File: config.mk
export PLATFORM = sky130hd
export DESIGN_NAME = nvma_top
export DESIGN_NICKNAME = d
export VERILOG_FILES = /design/src/design/nvma_unlock.v /design/src/design/nvma_prog_timer.v /design/src/design/nvma_top.v
export VERILOG_INCLUDE_DIRS = /design/src /design/src/design
export SDC_FILE = /design/constraint.sdc
export NUM_CORES = 1
export LEC_CHECK = 0
export BUFFER_PORTS_ARGS = -buffer_cell sky130_fd_sc_hd__buf_2
export CORE_UTILIZATION = 30
export CTS_CLUSTER_DIAMETER = 100
export CTS_CLUSTER_SIZE = 20
export DETAILED_ROUTE_END_ITERATION = 12
export MAX_ROUTING_LAYER = met4
export PLACE_DENSITY_LB_ADDON = 0.3
export SYNTH_ARGS = -nofsm -noshare
export SYNTH_HDL_FRONTEND = slang
export SYNTH_SLANG_ARGS = --single-unit
File: constraint.sdc
create_clock -name I_CLK_SYS -period 2.7 [get_ports I_CLK_SYS]
set_input_delay 0.675 -clock I_CLK_SYS [delete_from_list [all_inputs] [get_ports I_CLK_SYS]]
set_output_delay 0.675 -clock I_CLK_SYS [all_outputs]
set_load 0.01 [all_outputs]
File: src/design/nvma_defs.vh
`ifndef NVMA_DEFS_VH
`define NVMA_DEFS_VH

////////////////////////////////////////////////////////////////////////////
// Register byte offsets, one aligned 32-bit word each
`define NVMA_OFS_CTRL      5'h00  // nvm_control_one
`define NVMA_OFS_UNLOCK    5'h04  // nvm_unlock_pattern
`define NVMA_OFS_ADRL      5'h08  // eeprom_address_low
`define NVMA_OFS_ADRH      5'h0c  // eeprom_address_high, absent
`define NVMA_OFS_DATA      5'h10  // eeprom_data
`define NVMA_OFS_IRQ_REQ   5'h14  // interrupt_request_reg_seven
`define NVMA_OFS_IRQ_EN    5'h18  // interrupt_enable_reg_seven
`define NVMA_OFS_IRQ_PRI   5'h1c  // interrupt_priority_reg_seven

////////////////////////////////////////////////////////////////////////////
// Field positions in nvm_control_one
`define NVMA_BIT_RD        0
`define NVMA_BIT_WR        1
`define NVMA_BIT_WRITE_ENABLE_BIT      2
`define NVMA_BIT_WRITE_ERROR_FLAG     3
`define NVMA_BIT_FREE      4
`define NVMA_BIT_REG_LO    6
`define NVMA_BIT_REG_HI    7
// Done flag, enable and priority position in the interrupt registers
`define NVMA_BIT_DONE      5

////////////////////////////////////////////////////////////////////////////
// Region select codes
`define NVMA_REGION_EE     2'b00
`define NVMA_REGION_PFM    2'b10

////////////////////////////////////////////////////////////////////////////
// Unlock keys and unlock detector states
`define NVMA_KEY_FIRST     8'h55
`define NVMA_KEY_SECOND    8'haa
`define NVMA_UNL_IDLE      2'h0
`define NVMA_UNL_HALF      2'h1
`define NVMA_UNL_ARMED     2'h2

////////////////////////////////////////////////////////////////////////////
// Timing
`define NVMA_CLK_PERIOD_NS 4
`define NVMA_PROG_TIME_NS  4000000
`define NVMA_TMR_W         24
`define NVMA_TMR_ONE       24'h000001
`define NVMA_TMR_ZERO      24'h000000

////////////////////////////////////////////////////////////////////////////
// Widths and zero values
`define NVMA_BYTE_ZERO     8'h00
`define NVMA_WORD_ZERO     32'h00000000
`define NVMA_PAD_ZERO      24'h000000

`endif

File: src/design/nvma_unlock.v
`timescale 1ns/10ps
`include "nvma_defs.vh"

// Watches the unlock pattern register for the two keys in a row
module nvma_unlock (
    input  wire       i_clk,        // System clock
    input  wire       i_rst,        // Synchronous reset, high
    input  wire       i_key_wr,     // Write to the unlock register
    input  wire [7:0] i_key_data,   // Byte written there
    input  wire       i_other_wr,   // Write to any other register
    output wire       o_armed       // Keys seen, next write may start
);

    reg [1:0] state_ff;     // Detector state
    reg [1:0] nxt_state;    // Next state

    ////////////////////////////////////////////////////////////////////////
    // Any other write breaks or consumes the sequence, so one unlock
    // admits at most one write start
    always @* begin
        nxt_state = state_ff;
        if (i_other_wr) begin
            nxt_state = `NVMA_UNL_IDLE;
        end else if (i_key_wr) begin
            case (state_ff)
                `NVMA_UNL_HALF: begin
                    if (i_key_data == `NVMA_KEY_SECOND) begin
                        nxt_state = `NVMA_UNL_ARMED;
                    end else if (i_key_data == `NVMA_KEY_FIRST) begin
                        nxt_state = `NVMA_UNL_HALF;
                    end else begin
                        nxt_state = `NVMA_UNL_IDLE;
                    end
                end
                default: begin
                    // Restart on the first key, else drop
                    if (i_key_data == `NVMA_KEY_FIRST) begin
                        nxt_state = `NVMA_UNL_HALF;
                    end else begin
                        nxt_state = `NVMA_UNL_IDLE;
                    end
                end
            endcase
        end
    end

    // State register
    always @(posedge i_clk) begin
        if (i_rst) begin
            state_ff <= `NVMA_UNL_IDLE;
        end else begin
            state_ff <= nxt_state;
        end
    end

    assign o_armed = (state_ff == `NVMA_UNL_ARMED);

endmodule // nvma_unlock

File: src/design/nvma_prog_timer.v
`timescale 1ns/10ps
`include "nvma_defs.vh"

// Self-timed program/erase duration counter
module nvma_prog_timer #(
    parameter [`NVMA_TMR_W-1:0] PROG_CYCLES = `NVMA_TMR_ONE
) (
    input  wire i_clk,      // System clock
    input  wire i_rst,      // Synchronous reset, aborts the count
    input  wire i_start,    // Start pulse
    output wire o_done      // One-cycle pulse at the end
);

    reg [`NVMA_TMR_W-1:0] cnt_ff;   // Cycles left, zero when idle

    ////////////////////////////////////////////////////////////////////////
    // Load on start, count down to zero
    always @(posedge i_clk) begin
        if (i_rst) begin
            cnt_ff <= `NVMA_TMR_ZERO;
        end else if (i_start) begin
            cnt_ff <= PROG_CYCLES;
        end else if (cnt_ff != `NVMA_TMR_ZERO) begin
            cnt_ff <= cnt_ff - `NVMA_TMR_ONE;
        end
    end

    assign o_done = (cnt_ff == `NVMA_TMR_ONE);

endmodule // nvma_prog_timer

File: src/design/nvma_top.v
// Chosen here: the address map and the Avalon-MM slave port.
`timescale 1ns/10ps
`include "nvma_defs.vh"

// Behaviour
// - Region field selects flash, ID space, EEPROM
// - Erase bit turns next flash start into erase
// - Error flag on reset-abort or bad start
// - Only software clears error flag; may set
// - Write-enable low blocks all program and erase
// - Write start launches EEPROM or flash write
// - Write start needs a fresh unlock sequence
// - Hardware clears write start when timed done
// - Clearing write start mid-write does nothing
// - Read start loads addressed byte into data
// - Read start set by software, hardware cleared
// - Unlock register always reads zero
// - Only eight-bit low address exists here
// - Data register holds read or write byte
// - Done flag, enable, priority at bit five
// - Write-enable must already be set first
// - Write end clears start, sets done flag
// - Read data valid on next instruction cycle
module nvma_top #(
    parameter PROG_TIME_NS = `NVMA_PROG_TIME_NS  // Program duration
) (
    input  wire        I_CLK_SYS,           // 250 MHz system clock
    input  wire        I_RESET,             // Sync reset, high
    input  wire        I_POR,               // Sync power-on reset, high
    // Avalon-MM slave
    input  wire [4:0]  I_AVS_ADDRESS,       // Byte address
    input  wire        I_AVS_READ,          // Read request
    input  wire        I_AVS_WRITE,         // Write request
    input  wire [3:0]  I_AVS_BYTEENABLE,    // Byte lanes
    input  wire [31:0] I_AVS_WRITEDATA,     // Write data
    output wire [31:0] O_AVS_READDATA,      // Read data
    output wire        O_AVS_WAITREQUEST,   // Stall
    // Memory array side
    input  wire [7:0]  I_MEM_RDATA,         // Array read byte
    input  wire        I_WRITE_PROTECT,     // Target is protected
    input  wire        I_ADDR_INVALID,      // Address bad for region
    output wire [1:0]  O_MEM_REGION,        // Selected region
    output wire [7:0]  O_MEM_ADDR,          // Array address
    output wire [7:0]  O_MEM_WDATA,         // Byte to program
    output wire        O_MEM_RD,            // Read strobe
    output wire        O_MEM_WR,            // Write launch pulse
    output wire        O_MEM_ERASE,         // Launch is an erase
    output wire        O_MEM_WRITE_ACTIVE,  // Timed write running
    // Interrupt controller side
    output wire        O_NVM_DONE_FLAG,     // Write complete flag
    output wire        O_NVM_DONE_ENABLE,   // Its enable
    output wire        O_NVM_DONE_PRIORITY  // Its priority
);

    ////////////////////////////////////////////////////////////////////////
    // Timing constants; least time rounds up to whole cycles
    localparam integer PROG_CYC_INT =
        (PROG_TIME_NS + `NVMA_CLK_PERIOD_NS - 1) / `NVMA_CLK_PERIOD_NS;
    localparam [`NVMA_TMR_W-1:0] PROG_CYCLES =
        (PROG_CYC_INT < 1) ? `NVMA_TMR_ONE : PROG_CYC_INT[`NVMA_TMR_W-1:0];

    ////////////////////////////////////////////////////////////////////////
    // Address decode, used for reads and writes alike
    function hit;
        input [4:0] addr;   // Bus address
        input [4:0] ofs;    // Register offset
        begin
            hit = (addr == ofs);
        end
    endfunction

    ////////////////////////////////////////////////////////////////////////
    // Declarations
    wire       rst_any;          // Either reset
    wire       req;              // Bus request present
    reg        ack_ff;           // Second cycle of an access
    wire       wr_acc;           // Write takes effect now
    wire       rd_smp;           // Read data sampled now
    reg [31:0] rdata_ff;         // Registered read data
    reg [31:0] nxt_rdata;        // Read mux

    reg [1:0]  region_ff;        // region_select
    reg        free_ff;          // Erase select
    reg        write_error_flag_ff;         // write_error_flag
    reg        write_enable_bit_ff;          // write_enable_bit
    reg        wr_ff;            // Write start / busy
    reg        rd_ff;            // Read start
    reg [7:0]  adrl_ff;          // eeprom_address_low
    reg [7:0]  data_ff;          // eeprom_data
    reg        done_flag_ff;     // nvm_done_flag
    reg        done_en_ff;       // nvm_done_enable
    reg        done_pri_ff;      // nvm_done_priority
    reg        launch_ff;        // Write launch pulse
    reg        erase_ff;         // Launched op is an erase

    wire       ctl_wr;           // Accepted write to control
    wire       key_wr;           // Write to unlock register
    wire       other_wr;         // Write elsewhere
    wire       armed;            // Unlock sequence complete
    wire       wr_try;           // Start attempt that is allowed
    wire       wr_bad;           // Start attempt on bad target
    wire       wr_go;            // Start the timed write
    wire       rd_go;            // Start a read
    wire       tmr_done;         // Timed write finished
    wire       locked;           // Write running, regs frozen

    assign rst_any = I_RESET | I_POR;

    ////////////////////////////////////////////////////////////////////////
    // Bus handshake: one wait cycle on every access. Read data is
    // latched in the first cycle and stands at the release edge.
    assign req               = I_AVS_READ | I_AVS_WRITE;
    assign O_AVS_WAITREQUEST = req & ~ack_ff;
    assign wr_acc            = I_AVS_WRITE & ack_ff & I_AVS_BYTEENABLE[0];
    assign rd_smp            = I_AVS_READ & ~ack_ff;

    // Ack toggles so back-to-back requests each get their wait cycle
    always @(posedge I_CLK_SYS) begin
        if (rst_any) begin
            ack_ff <= 1'b0;
        end else begin
            ack_ff <= req & ~ack_ff;
        end
    end

    ////////////////////////////////////////////////////////////////////////
    // Write strobes per register
    assign locked   = wr_ff;
    assign key_wr   = wr_acc & hit(I_AVS_ADDRESS, `NVMA_OFS_UNLOCK);
    assign other_wr = wr_acc & ~hit(I_AVS_ADDRESS, `NVMA_OFS_UNLOCK);
    // Control frozen while a write runs, so a zero to WR is lost
    assign ctl_wr   = wr_acc & hit(I_AVS_ADDRESS, `NVMA_OFS_CTRL) & ~locked;

    ////////////////////////////////////////////////////////////////////////
    // Unlock detector; the control write itself consumes the arming
    nvma_unlock u_unlock (
        .i_clk      (I_CLK_SYS),
        .i_rst      (rst_any),
        .i_key_wr   (key_wr),
        .i_key_data (I_AVS_WRITEDATA[7:0]),
        .i_other_wr (other_wr),
        .o_armed    (armed)
    );

    ////////////////////////////////////////////////////////////////////////
    // Write start qualification. Old write-enable is used, so one write
    // cannot set both bits at once.
    assign wr_try = ctl_wr & I_AVS_WRITEDATA[`NVMA_BIT_WR]
                  & armed
                  & write_enable_bit_ff;
    assign wr_bad = wr_try & (I_WRITE_PROTECT | I_ADDR_INVALID);
    assign wr_go  = wr_try & ~wr_bad;

    // Read start refused for flash, which is read by table reads
    assign rd_go = ctl_wr & I_AVS_WRITEDATA[`NVMA_BIT_RD]
                 & (I_AVS_WRITEDATA[`NVMA_BIT_REG_HI:`NVMA_BIT_REG_LO]
                    != `NVMA_REGION_PFM)
                 & ~wr_go;

    ////////////////////////////////////////////////////////////////////////
    // Self-timed duration
    nvma_prog_timer #(
        .PROG_CYCLES (PROG_CYCLES)
    ) u_timer (
        .i_clk   (I_CLK_SYS),
        .i_rst   (rst_any),
        .i_start (wr_go),
        .o_done  (tmr_done)
    );

    ////////////////////////////////////////////////////////////////////////
    // Control register region, erase select and write-enable fields
    always @(posedge I_CLK_SYS) begin
        if (rst_any) begin
            region_ff <= `NVMA_REGION_EE;
            free_ff   <= 1'b0;
            write_enable_bit_ff   <= 1'b0;
        end else if (ctl_wr) begin
            // Region steers reads and writes
            region_ff <= I_AVS_WRITEDATA[`NVMA_BIT_REG_HI:`NVMA_BIT_REG_LO];
            free_ff   <= I_AVS_WRITEDATA[`NVMA_BIT_FREE];
            write_enable_bit_ff   <= I_AVS_WRITEDATA[`NVMA_BIT_WRITE_ENABLE_BIT];
        end
    end

    ////////////////////////////////////////////////////////////////////////
    // Error flag: no hardware clear anywhere. Warm reset sets it when a
    // write was cut short; only power-on gives it a defined zero.
    always @(posedge I_CLK_SYS) begin
        if (I_POR) begin
            write_error_flag_ff <= 1'b0;
        end else if (I_RESET) begin
            write_error_flag_ff <= write_error_flag_ff | wr_ff;
        end else if (wr_bad) begin
            write_error_flag_ff <= 1'b1;
        end else if (ctl_wr) begin
            // Software may clear, or set for test
            write_error_flag_ff <= I_AVS_WRITEDATA[`NVMA_BIT_WRITE_ERROR_FLAG];
        end
    end

    ////////////////////////////////////////////////////////////////////////
    // Write start bit: set only through wr_go, cleared by the timer
    always @(posedge I_CLK_SYS) begin
        if (rst_any) begin
            wr_ff     <= 1'b0;
            launch_ff <= 1'b0;
            erase_ff  <= 1'b0;
        end else begin
            launch_ff <= wr_go;
            if (wr_go) begin
                wr_ff    <= 1'b1;
                // Erase applies to flash only; EEPROM erases implicitly.
                // Fields of this same write, as the region port shows them
                erase_ff <= I_AVS_WRITEDATA[`NVMA_BIT_FREE]
                          & (I_AVS_WRITEDATA[`NVMA_BIT_REG_HI:`NVMA_BIT_REG_LO]
                             == `NVMA_REGION_PFM);
            end else if (tmr_done) begin
                wr_ff    <= 1'b0;
            end
        end
    end

    ////////////////////////////////////////////////////////////////////////
    // Read start: one cycle high, data captured at the edge that clears it
    always @(posedge I_CLK_SYS) begin
        if (rst_any) begin
            rd_ff <= 1'b0;
        end else if (rd_ff) begin
            rd_ff <= 1'b0;
        end else if (rd_go) begin
            rd_ff <= 1'b1;
        end
    end

    ////////////////////////////////////////////////////////////////////////
    // Address low byte; the high byte does not exist here
    always @(posedge I_CLK_SYS) begin
        if (rst_any) begin
            adrl_ff <= `NVMA_BYTE_ZERO;
        end else if (wr_acc & ~locked
                     & hit(I_AVS_ADDRESS, `NVMA_OFS_ADRL)) begin
            adrl_ff <= I_AVS_WRITEDATA[7:0];
        end
    end

    ////////////////////////////////////////////////////////////////////////
    // Data byte: array read wins over a software write
    always @(posedge I_CLK_SYS) begin
        if (rst_any) begin
            data_ff <= `NVMA_BYTE_ZERO;
        end else if (rd_ff) begin
            data_ff <= I_MEM_RDATA;
        end else if (wr_acc & ~locked
                     & hit(I_AVS_ADDRESS, `NVMA_OFS_DATA)) begin
            data_ff <= I_AVS_WRITEDATA[7:0];
        end
    end

    ////////////////////////////////////////////////////////////////////////
    // Completion flag, enable and priority; the set beats a clear
    always @(posedge I_CLK_SYS) begin
        if (rst_any) begin
            done_flag_ff <= 1'b0;
            done_en_ff   <= 1'b0;
            done_pri_ff  <= 1'b0;
        end else begin
            if (tmr_done) begin
                done_flag_ff <= 1'b1;
            end else if (wr_acc & hit(I_AVS_ADDRESS, `NVMA_OFS_IRQ_REQ)) begin
                done_flag_ff <= I_AVS_WRITEDATA[`NVMA_BIT_DONE];
            end
            if (wr_acc & hit(I_AVS_ADDRESS, `NVMA_OFS_IRQ_EN)) begin
                done_en_ff <= I_AVS_WRITEDATA[`NVMA_BIT_DONE];
            end
            if (wr_acc & hit(I_AVS_ADDRESS, `NVMA_OFS_IRQ_PRI)) begin
                done_pri_ff <= I_AVS_WRITEDATA[`NVMA_BIT_DONE];
            end
        end
    end

    ////////////////////////////////////////////////////////////////////////
    // Read mux; unmapped, unlock and high address read as zero
    always @* begin
        nxt_rdata = `NVMA_WORD_ZERO;
        if (hit(I_AVS_ADDRESS, `NVMA_OFS_CTRL)) begin
            nxt_rdata = {`NVMA_PAD_ZERO, region_ff, 1'b0, free_ff,
                         write_error_flag_ff, write_enable_bit_ff, wr_ff, rd_ff};
        end else if (hit(I_AVS_ADDRESS, `NVMA_OFS_UNLOCK)) begin
            nxt_rdata = `NVMA_WORD_ZERO;
        end else if (hit(I_AVS_ADDRESS, `NVMA_OFS_ADRL)) begin
            nxt_rdata = {`NVMA_PAD_ZERO, adrl_ff};
        end else if (hit(I_AVS_ADDRESS, `NVMA_OFS_ADRH)) begin
            nxt_rdata = `NVMA_WORD_ZERO;
        end else if (hit(I_AVS_ADDRESS, `NVMA_OFS_DATA)) begin
            nxt_rdata = {`NVMA_PAD_ZERO, data_ff};
        end else if (hit(I_AVS_ADDRESS, `NVMA_OFS_IRQ_REQ)) begin
            nxt_rdata = {`NVMA_PAD_ZERO, 2'b00, done_flag_ff, 5'b00000};
        end else if (hit(I_AVS_ADDRESS, `NVMA_OFS_IRQ_EN)) begin
            nxt_rdata = {`NVMA_PAD_ZERO, 2'b00, done_en_ff, 5'b00000};
        end else if (hit(I_AVS_ADDRESS, `NVMA_OFS_IRQ_PRI)) begin
            nxt_rdata = {`NVMA_PAD_ZERO, 2'b00, done_pri_ff, 5'b00000};
        end
    end

    // Read data latched in the wait cycle
    always @(posedge I_CLK_SYS) begin
        if (rst_any) begin
            rdata_ff <= `NVMA_WORD_ZERO;
        end else if (rd_smp) begin
            rdata_ff <= nxt_rdata;
        end
    end

    ////////////////////////////////////////////////////////////////////////
    // Outputs
    assign O_AVS_READDATA      = rdata_ff;
    assign O_MEM_REGION        = region_ff;
    assign O_MEM_ADDR          = adrl_ff;
    assign O_MEM_WDATA         = data_ff;
    assign O_MEM_RD            = rd_ff;
    assign O_MEM_WR            = launch_ff;
    assign O_MEM_ERASE         = erase_ff;
    assign O_MEM_WRITE_ACTIVE  = wr_ff;
    assign O_NVM_DONE_FLAG     = done_flag_ff;
    assign O_NVM_DONE_ENABLE   = done_en_ff;
    assign O_NVM_DONE_PRIORITY = done_pri_ff;

endmodule // nvma_top

[Word-level counts from Yosys, hierarchy flattened]
Cells that the tools add are included.
Storage, ports and cells
  register bits: 87
  output and inout port bits: 58
  word-level logic and storage cells: 98
Operators by class
  mux-type cells: 23
  bitwise operators: 32
  equality and inequality tests: 14
  add/subtract/negate cells: 1
  reduce and logical (&&, ||, !) cells: 10
Operator list (count)
  $mux W8: 7
  $mux W20: 2
  $eq A24 B1 Y1 const B: 1
  $reduce_bool A24 Y1: 1
  $sub A24 B1 Y24 const B: 1
  $and A1 B1 Y1: 23
  $eq A5 B5 Y1 const B: 4
  $mux W6: 3
  $eq A5 B4 Y1 const B: 2
  $mux W1: 9
  $eq A8 B7 Y1 const B: 1
  $eq A8 B8 Y1 const B: 1
  $reduce_bool A2 Y1: 4
  $reduce_or A2 Y1: 3
  $eq A5 B3 Y1 const B: 1
  $logic_not A5 Y1: 1
  $not A1 Y1: 5
  $eq A2 B2 Y1 const B: 2
  $mux W2: 2
  $or A1 B1 Y1: 4
  $reduce_bool A3 Y1: 1
  $eq A2 B1 Y1 const B: 1
  $ne A2 B2 Y1 const B: 1

[Logic depth before layout (Yosys ltp)]
  depth in word-level cells: 13
  depth in mapped cells: 7
  gate-level depth less buffers: 7

[By module]
From an unflattened synthesis, not the netlist that was laid out.
Unflattened totals
  cell total of the unflattened synthesis: 378
  area, all modules: 3369.5 sq um
Modules (own cells, without submodules)
  nvma_top: area each 1929.4 sq um, cells an instance 222, times used 1
  nvma_prog_timer: area each 1298.7 sq um, cells an instance 142, times used 1
  nvma_unlock: area each 141.4 sq um, cells an instance 14, times used 1

[Least setup slack after synthesis]
OpenSTA, ideal clock, no wires.
  path type: input to register
  from: in I_AVS_ADDRESS[4]
  to: reg u_timer.cnt_ff[0]
  data required time: 2.583 ns
  data arrival time: 2.202 ns
  stages on the path: 7
  path slack: 0.381 ns
  buffers on the path: 3
  cells stage by stage: nor4_1 and3_1 buf_2 a21o_1 clkbuf_1 buf_2 nor2_1
On the way
  word-level cells in the longest chain between the ends: 10
RTL lines
  start: declaration: RTL line nvma_top.v:31  | input wire [4:0] I_AVS_ADDRESS,
  $logic_not A5 Y1 *: RTL line nvma_top.v:68  | hit = (addr == ofs);
  $and A1 B1 Y1 * (2 in series): RTL line nvma_top.v:132  | assign ctl_wr = wr_acc & hit(I_AVS_ADDRESS, `NVMA_OFS_CTRL) & ~locked;
  $and A1 B1 Y1 * (3 in series): RTL line nvma_top.v:148  | assign wr_try = ctl_wr & I_AVS_WRITEDATA[`NVMA_BIT_WR]
  $and A1 B1 Y1: RTL line nvma_top.v:151  | assign wr_bad = wr_try & (I_WRITE_PROTECT | I_ADDR_INVALID);
  $not A1 Y1: RTL line nvma_top.v:152  | assign wr_go = wr_try & ~wr_bad;
  $and A1 B1 Y1 *: RTL line nvma_top.v:152
  $reduce_or A2 Y1 (no line) *
  end signal: assignment: RTL line nvma_prog_timer.v:20  | cnt_ff <= `NVMA_TMR_ZERO;
  end signal: assignment: RTL line nvma_prog_timer.v:24  | cnt_ff <= cnt_ff - `NVMA_TMR_ONE;
  end: declaration: RTL line nvma_prog_timer.v:14  | reg [`NVMA_TMR_W-1:0] cnt_ff;
Mark *: on every way between the ends. The rest lies on a longest branch, timed or not.
A chain may end at the register's enable or synchronous reset.

[Worst setup path after layout]
  from: reg u_timer.cnt_ff[2]
  to: reg u_timer.cnt_ff[18]
On the way
  word-level cells in the longest chain between the ends: 3
  elaborated cells on any way between the ends: 5
RTL lines
  $sub A24 B1 Y24 (no line)
  $mux W20: RTL line nvma_prog_timer.v:23  | end else if (cnt_ff != `NVMA_TMR_ZERO) begin
  $mux W20: RTL line nvma_prog_timer.v:21  | end else if (i_start) begin
Parallel ways exist; a longest one is shown, timed or not. The select of a mux whose other input is x is not followed.

==> results.yml <==
job:
  cap_violations: 0
final_layout:
  area.growth.synth_to_final_pct: 17.4
  final_cell_mix: "63 x dfxtp_1, 62 x buf_2, 46 x nor2_1, 32 x a21oi_1, 32 x nand2_1"
  final_util_pct: 36.2
  final_nets: 501
  layout_commonest_cell: "dfxtp_1"
  diodes: 0
  final_layout_size_suffix_gt1_share_pct: 21.9
clock_tree:
  htree_levels: 3
  cts-hold-fix-buffers: 0
  cts_tree: "built"
  clockBufferDepth: 2
  clock_latency_ns: 0.35
  cts-root-buf: "clkbuf_8"
  cts_setup_buffers: 0
  cts_made_buffers: 9
  cts.sinks: 63
  cts.repair.resized: 0
  clk_pin_slew_ns: 0.07
setup_path:
  arrival_ns: 2.62
  critPathLaunchType: "flop"
  critPathKind: "reg2reg"
  worstPathMaxFanout: 9
  cp-end-kind: "flop"
  cp.required_ns: 2.97
  worstRegToRegCells: 5
sta:
  fin_crit_ns: 2.35
  slew_headroom_pct: 59.2
  setup-tns-final_ns: 0
  fin_skew_ns: 0.00837
  final_max_slew_viol_count: 0
  rsz0062_at_grt: "no"
  finalSetupViolCount: 0
  tightestPinTransition_ns: 0.610
  fmax_mhz: 426
  finalHoldViolCount: 0
  hold_ws_ns: 0.458
  fin_crit_sh_pct: 87.0
route:
  drt-wirelength-per-cell_um: 13.8
  drcViolationCount: 0
  vias_per_cell: 4.98
  drt_wl_total_um: 8040
  drtIter0Drc: 153
  num_vias: 2905
  firstDrtPassIters: 4
  ant_nets: 0
synth:
  synth_area_um2: 3180
  synthArstFlopShare_pct: 0
  synth_edf_count: 0
  synthDistinctLibCells: 53
  syn_area_per_cell_um2: 8.35
  synth_area_leaders: "dfxtp_1 40%, mux2i_1 5.7%, buf_4 5.7%"
  yosysTopAreaCell: "dfxtp_1"
  synth_flop_cell: "dfxtp_1"
  synth_seq_cells: 63
  postSynthCellCount: 381
  yosysSeqAreaShare_pct: 39.6
  netlist.area_leader.share_pct: 39.6
  yosysWarnings: 0
global_routing:
  grt_pass1_vias: 2712
  grt_usage_pct: 15.9
  grt_max_degree: 46
  overflow: 0
  grt_pass1_wl_um: 13300
  antenna_found_initial: 0
power_and_ir_drop:
  clkPwrFrac_pct: 23.5
  leakage_uw: 0.00148
  ir_drop_uv: 421
  power_density_nw_per_um2: 916
  seq_power_share_pct: 34.9
  p_int_uw: 2070
  p_total_uw: 3420
  power_frac_comb_pct: 41.6
  power_switching_uw: 1350
  p_sw_share_pct: 39.5
die:
  die_area_um2: 11000
  initial_core_util_pct: 30.8
  num_rows: 37
  die_h_um: 105
  boundaryPins: 114
  die_w_um: 105
  core-area_um2: 10300
worst_hold_path:
  hp-class: "reg2reg"
  worstHoldPathCells: 2
outcome:
  status: "finished clean"
placement:
  dp_hpwl_um: 5790
  finalWeightedCongestion: 0.883
  portBuffers: 62
worst paths after layout:
kind | from | to | slack [ns]
setup / recovery | u_timer.cnt_ff[2] | u_timer.cnt_ff[18] | 0.35
hold / removal | O_MEM_ERASE | O_MEM_ERASE | 0.46
hold reg to reg | O_MEM_ERASE | O_MEM_ERASE | 0.46
setup reg to reg | u_timer.cnt_ff[2] | u_timer.cnt_ff[18] | 0.35
final cells by class:
type | count | area, um^2
Clock buffer | 10 | 128
Fill cell | 1080 | 6590
Timing Repair Buffer | 68 | 355
Tap cell | 136 | 170
Inverter | 5 | 18.8
Sequential cell | 63 | 1260
Multi-Input combinational cell | 295 | 1740
Clock inverter | 6 | 61.3
critical path, cell delays in order, from the launching register on:
cell	delay (ns)
dfxtp_1	0.38
or4_4	0.60
nor4_4	0.37
o2111ai_2	0.29
or4_1	0.46
a31oi_1	0.18
Yosys cell counts, types with 2 or more instances:
master    count
dfxtp_1      63
nand2_1      32
nand4_1       8
a31oi_1      13
a22o_1        7
or3_1        10
or3b_2        2
nor2_1       46
a21oi_1      32
nand2b_1      4
nand4b_1      2
nor4_1        5
nor3_1        9
inv_1         5
o21ai_0      13
o31ai_1       4
nor3b_1       2
nor2b_1       3
nand3_1      12
and2_1        2
a211oi_1      2
buf_4        24
or2_2         4
and3_1        3
ha_1          3
buf_2         2
or4_1         7
or3_2         2
clkbuf_1     14
nor4bb_1      3
mux2i_1      18
or4_2         2
xor2_1        3
flip-flops by register name, summed over array words and instances (netlist names):
signal	cells
O_MEM_REGION	2
O_MEM_WR	1
O_NVM_DONE_FLAG	1
O_MEM_WRITE_ACTIVE	1
write_enable_bit_ff	1
O_NVM_DONE_ENABLE	1
O_NVM_DONE_PRIORITY	1
ack_ff	1
write_error_flag_ff	1
free_ff	1
O_MEM_RD	1
u_timer.cnt_ff	24
O_MEM_ERASE	1
u_unlock.state_ff	2
O_MEM_WDATA	8
O_MEM_ADDR	8
O_AVS_READDATA	8
through the flow:
step | setup WS [ns] | cell area (um^2) | instances
finish | 0.350 | 3740 | 583
global route | 0.104 | 3740 | 583
CTS | 0.335 | 3740 | 583
detailed placement | 0.268 | 3550 | 567
global placement | 0.283 | 3550 | 567
floorplan | 0.381 | 3270 | 404
cell families after synthesis:
logic type | share of synthesized area (%)
DFF | 39.6
muxes | 6.37
xor gates and xnor gates | 1.10
other | 0.118
and+or+nand+nor | 27.8
adders and majority gates | 1.18
buffers and inverters | 8.33
AOI/OAI and AO/OA | 15.5
power by group through the flow:
stage	Combinational [uW]	Clock, uW	Sequential (uW)
finish	1430	805	1190
global route	1620	876	1220
CTS	1440	832	1190
detailed placement	1420	0	1210
global placement	1400	0	1210
floorplan	1170	0	1180
layer usage:
layer  track usage (%)  wire [um]
met2              26.3       3980
met4              4.83        109
met5                 -          0
met1              18.3       3450
met3              5.18        493
Power figures use the tool's default switching activity.
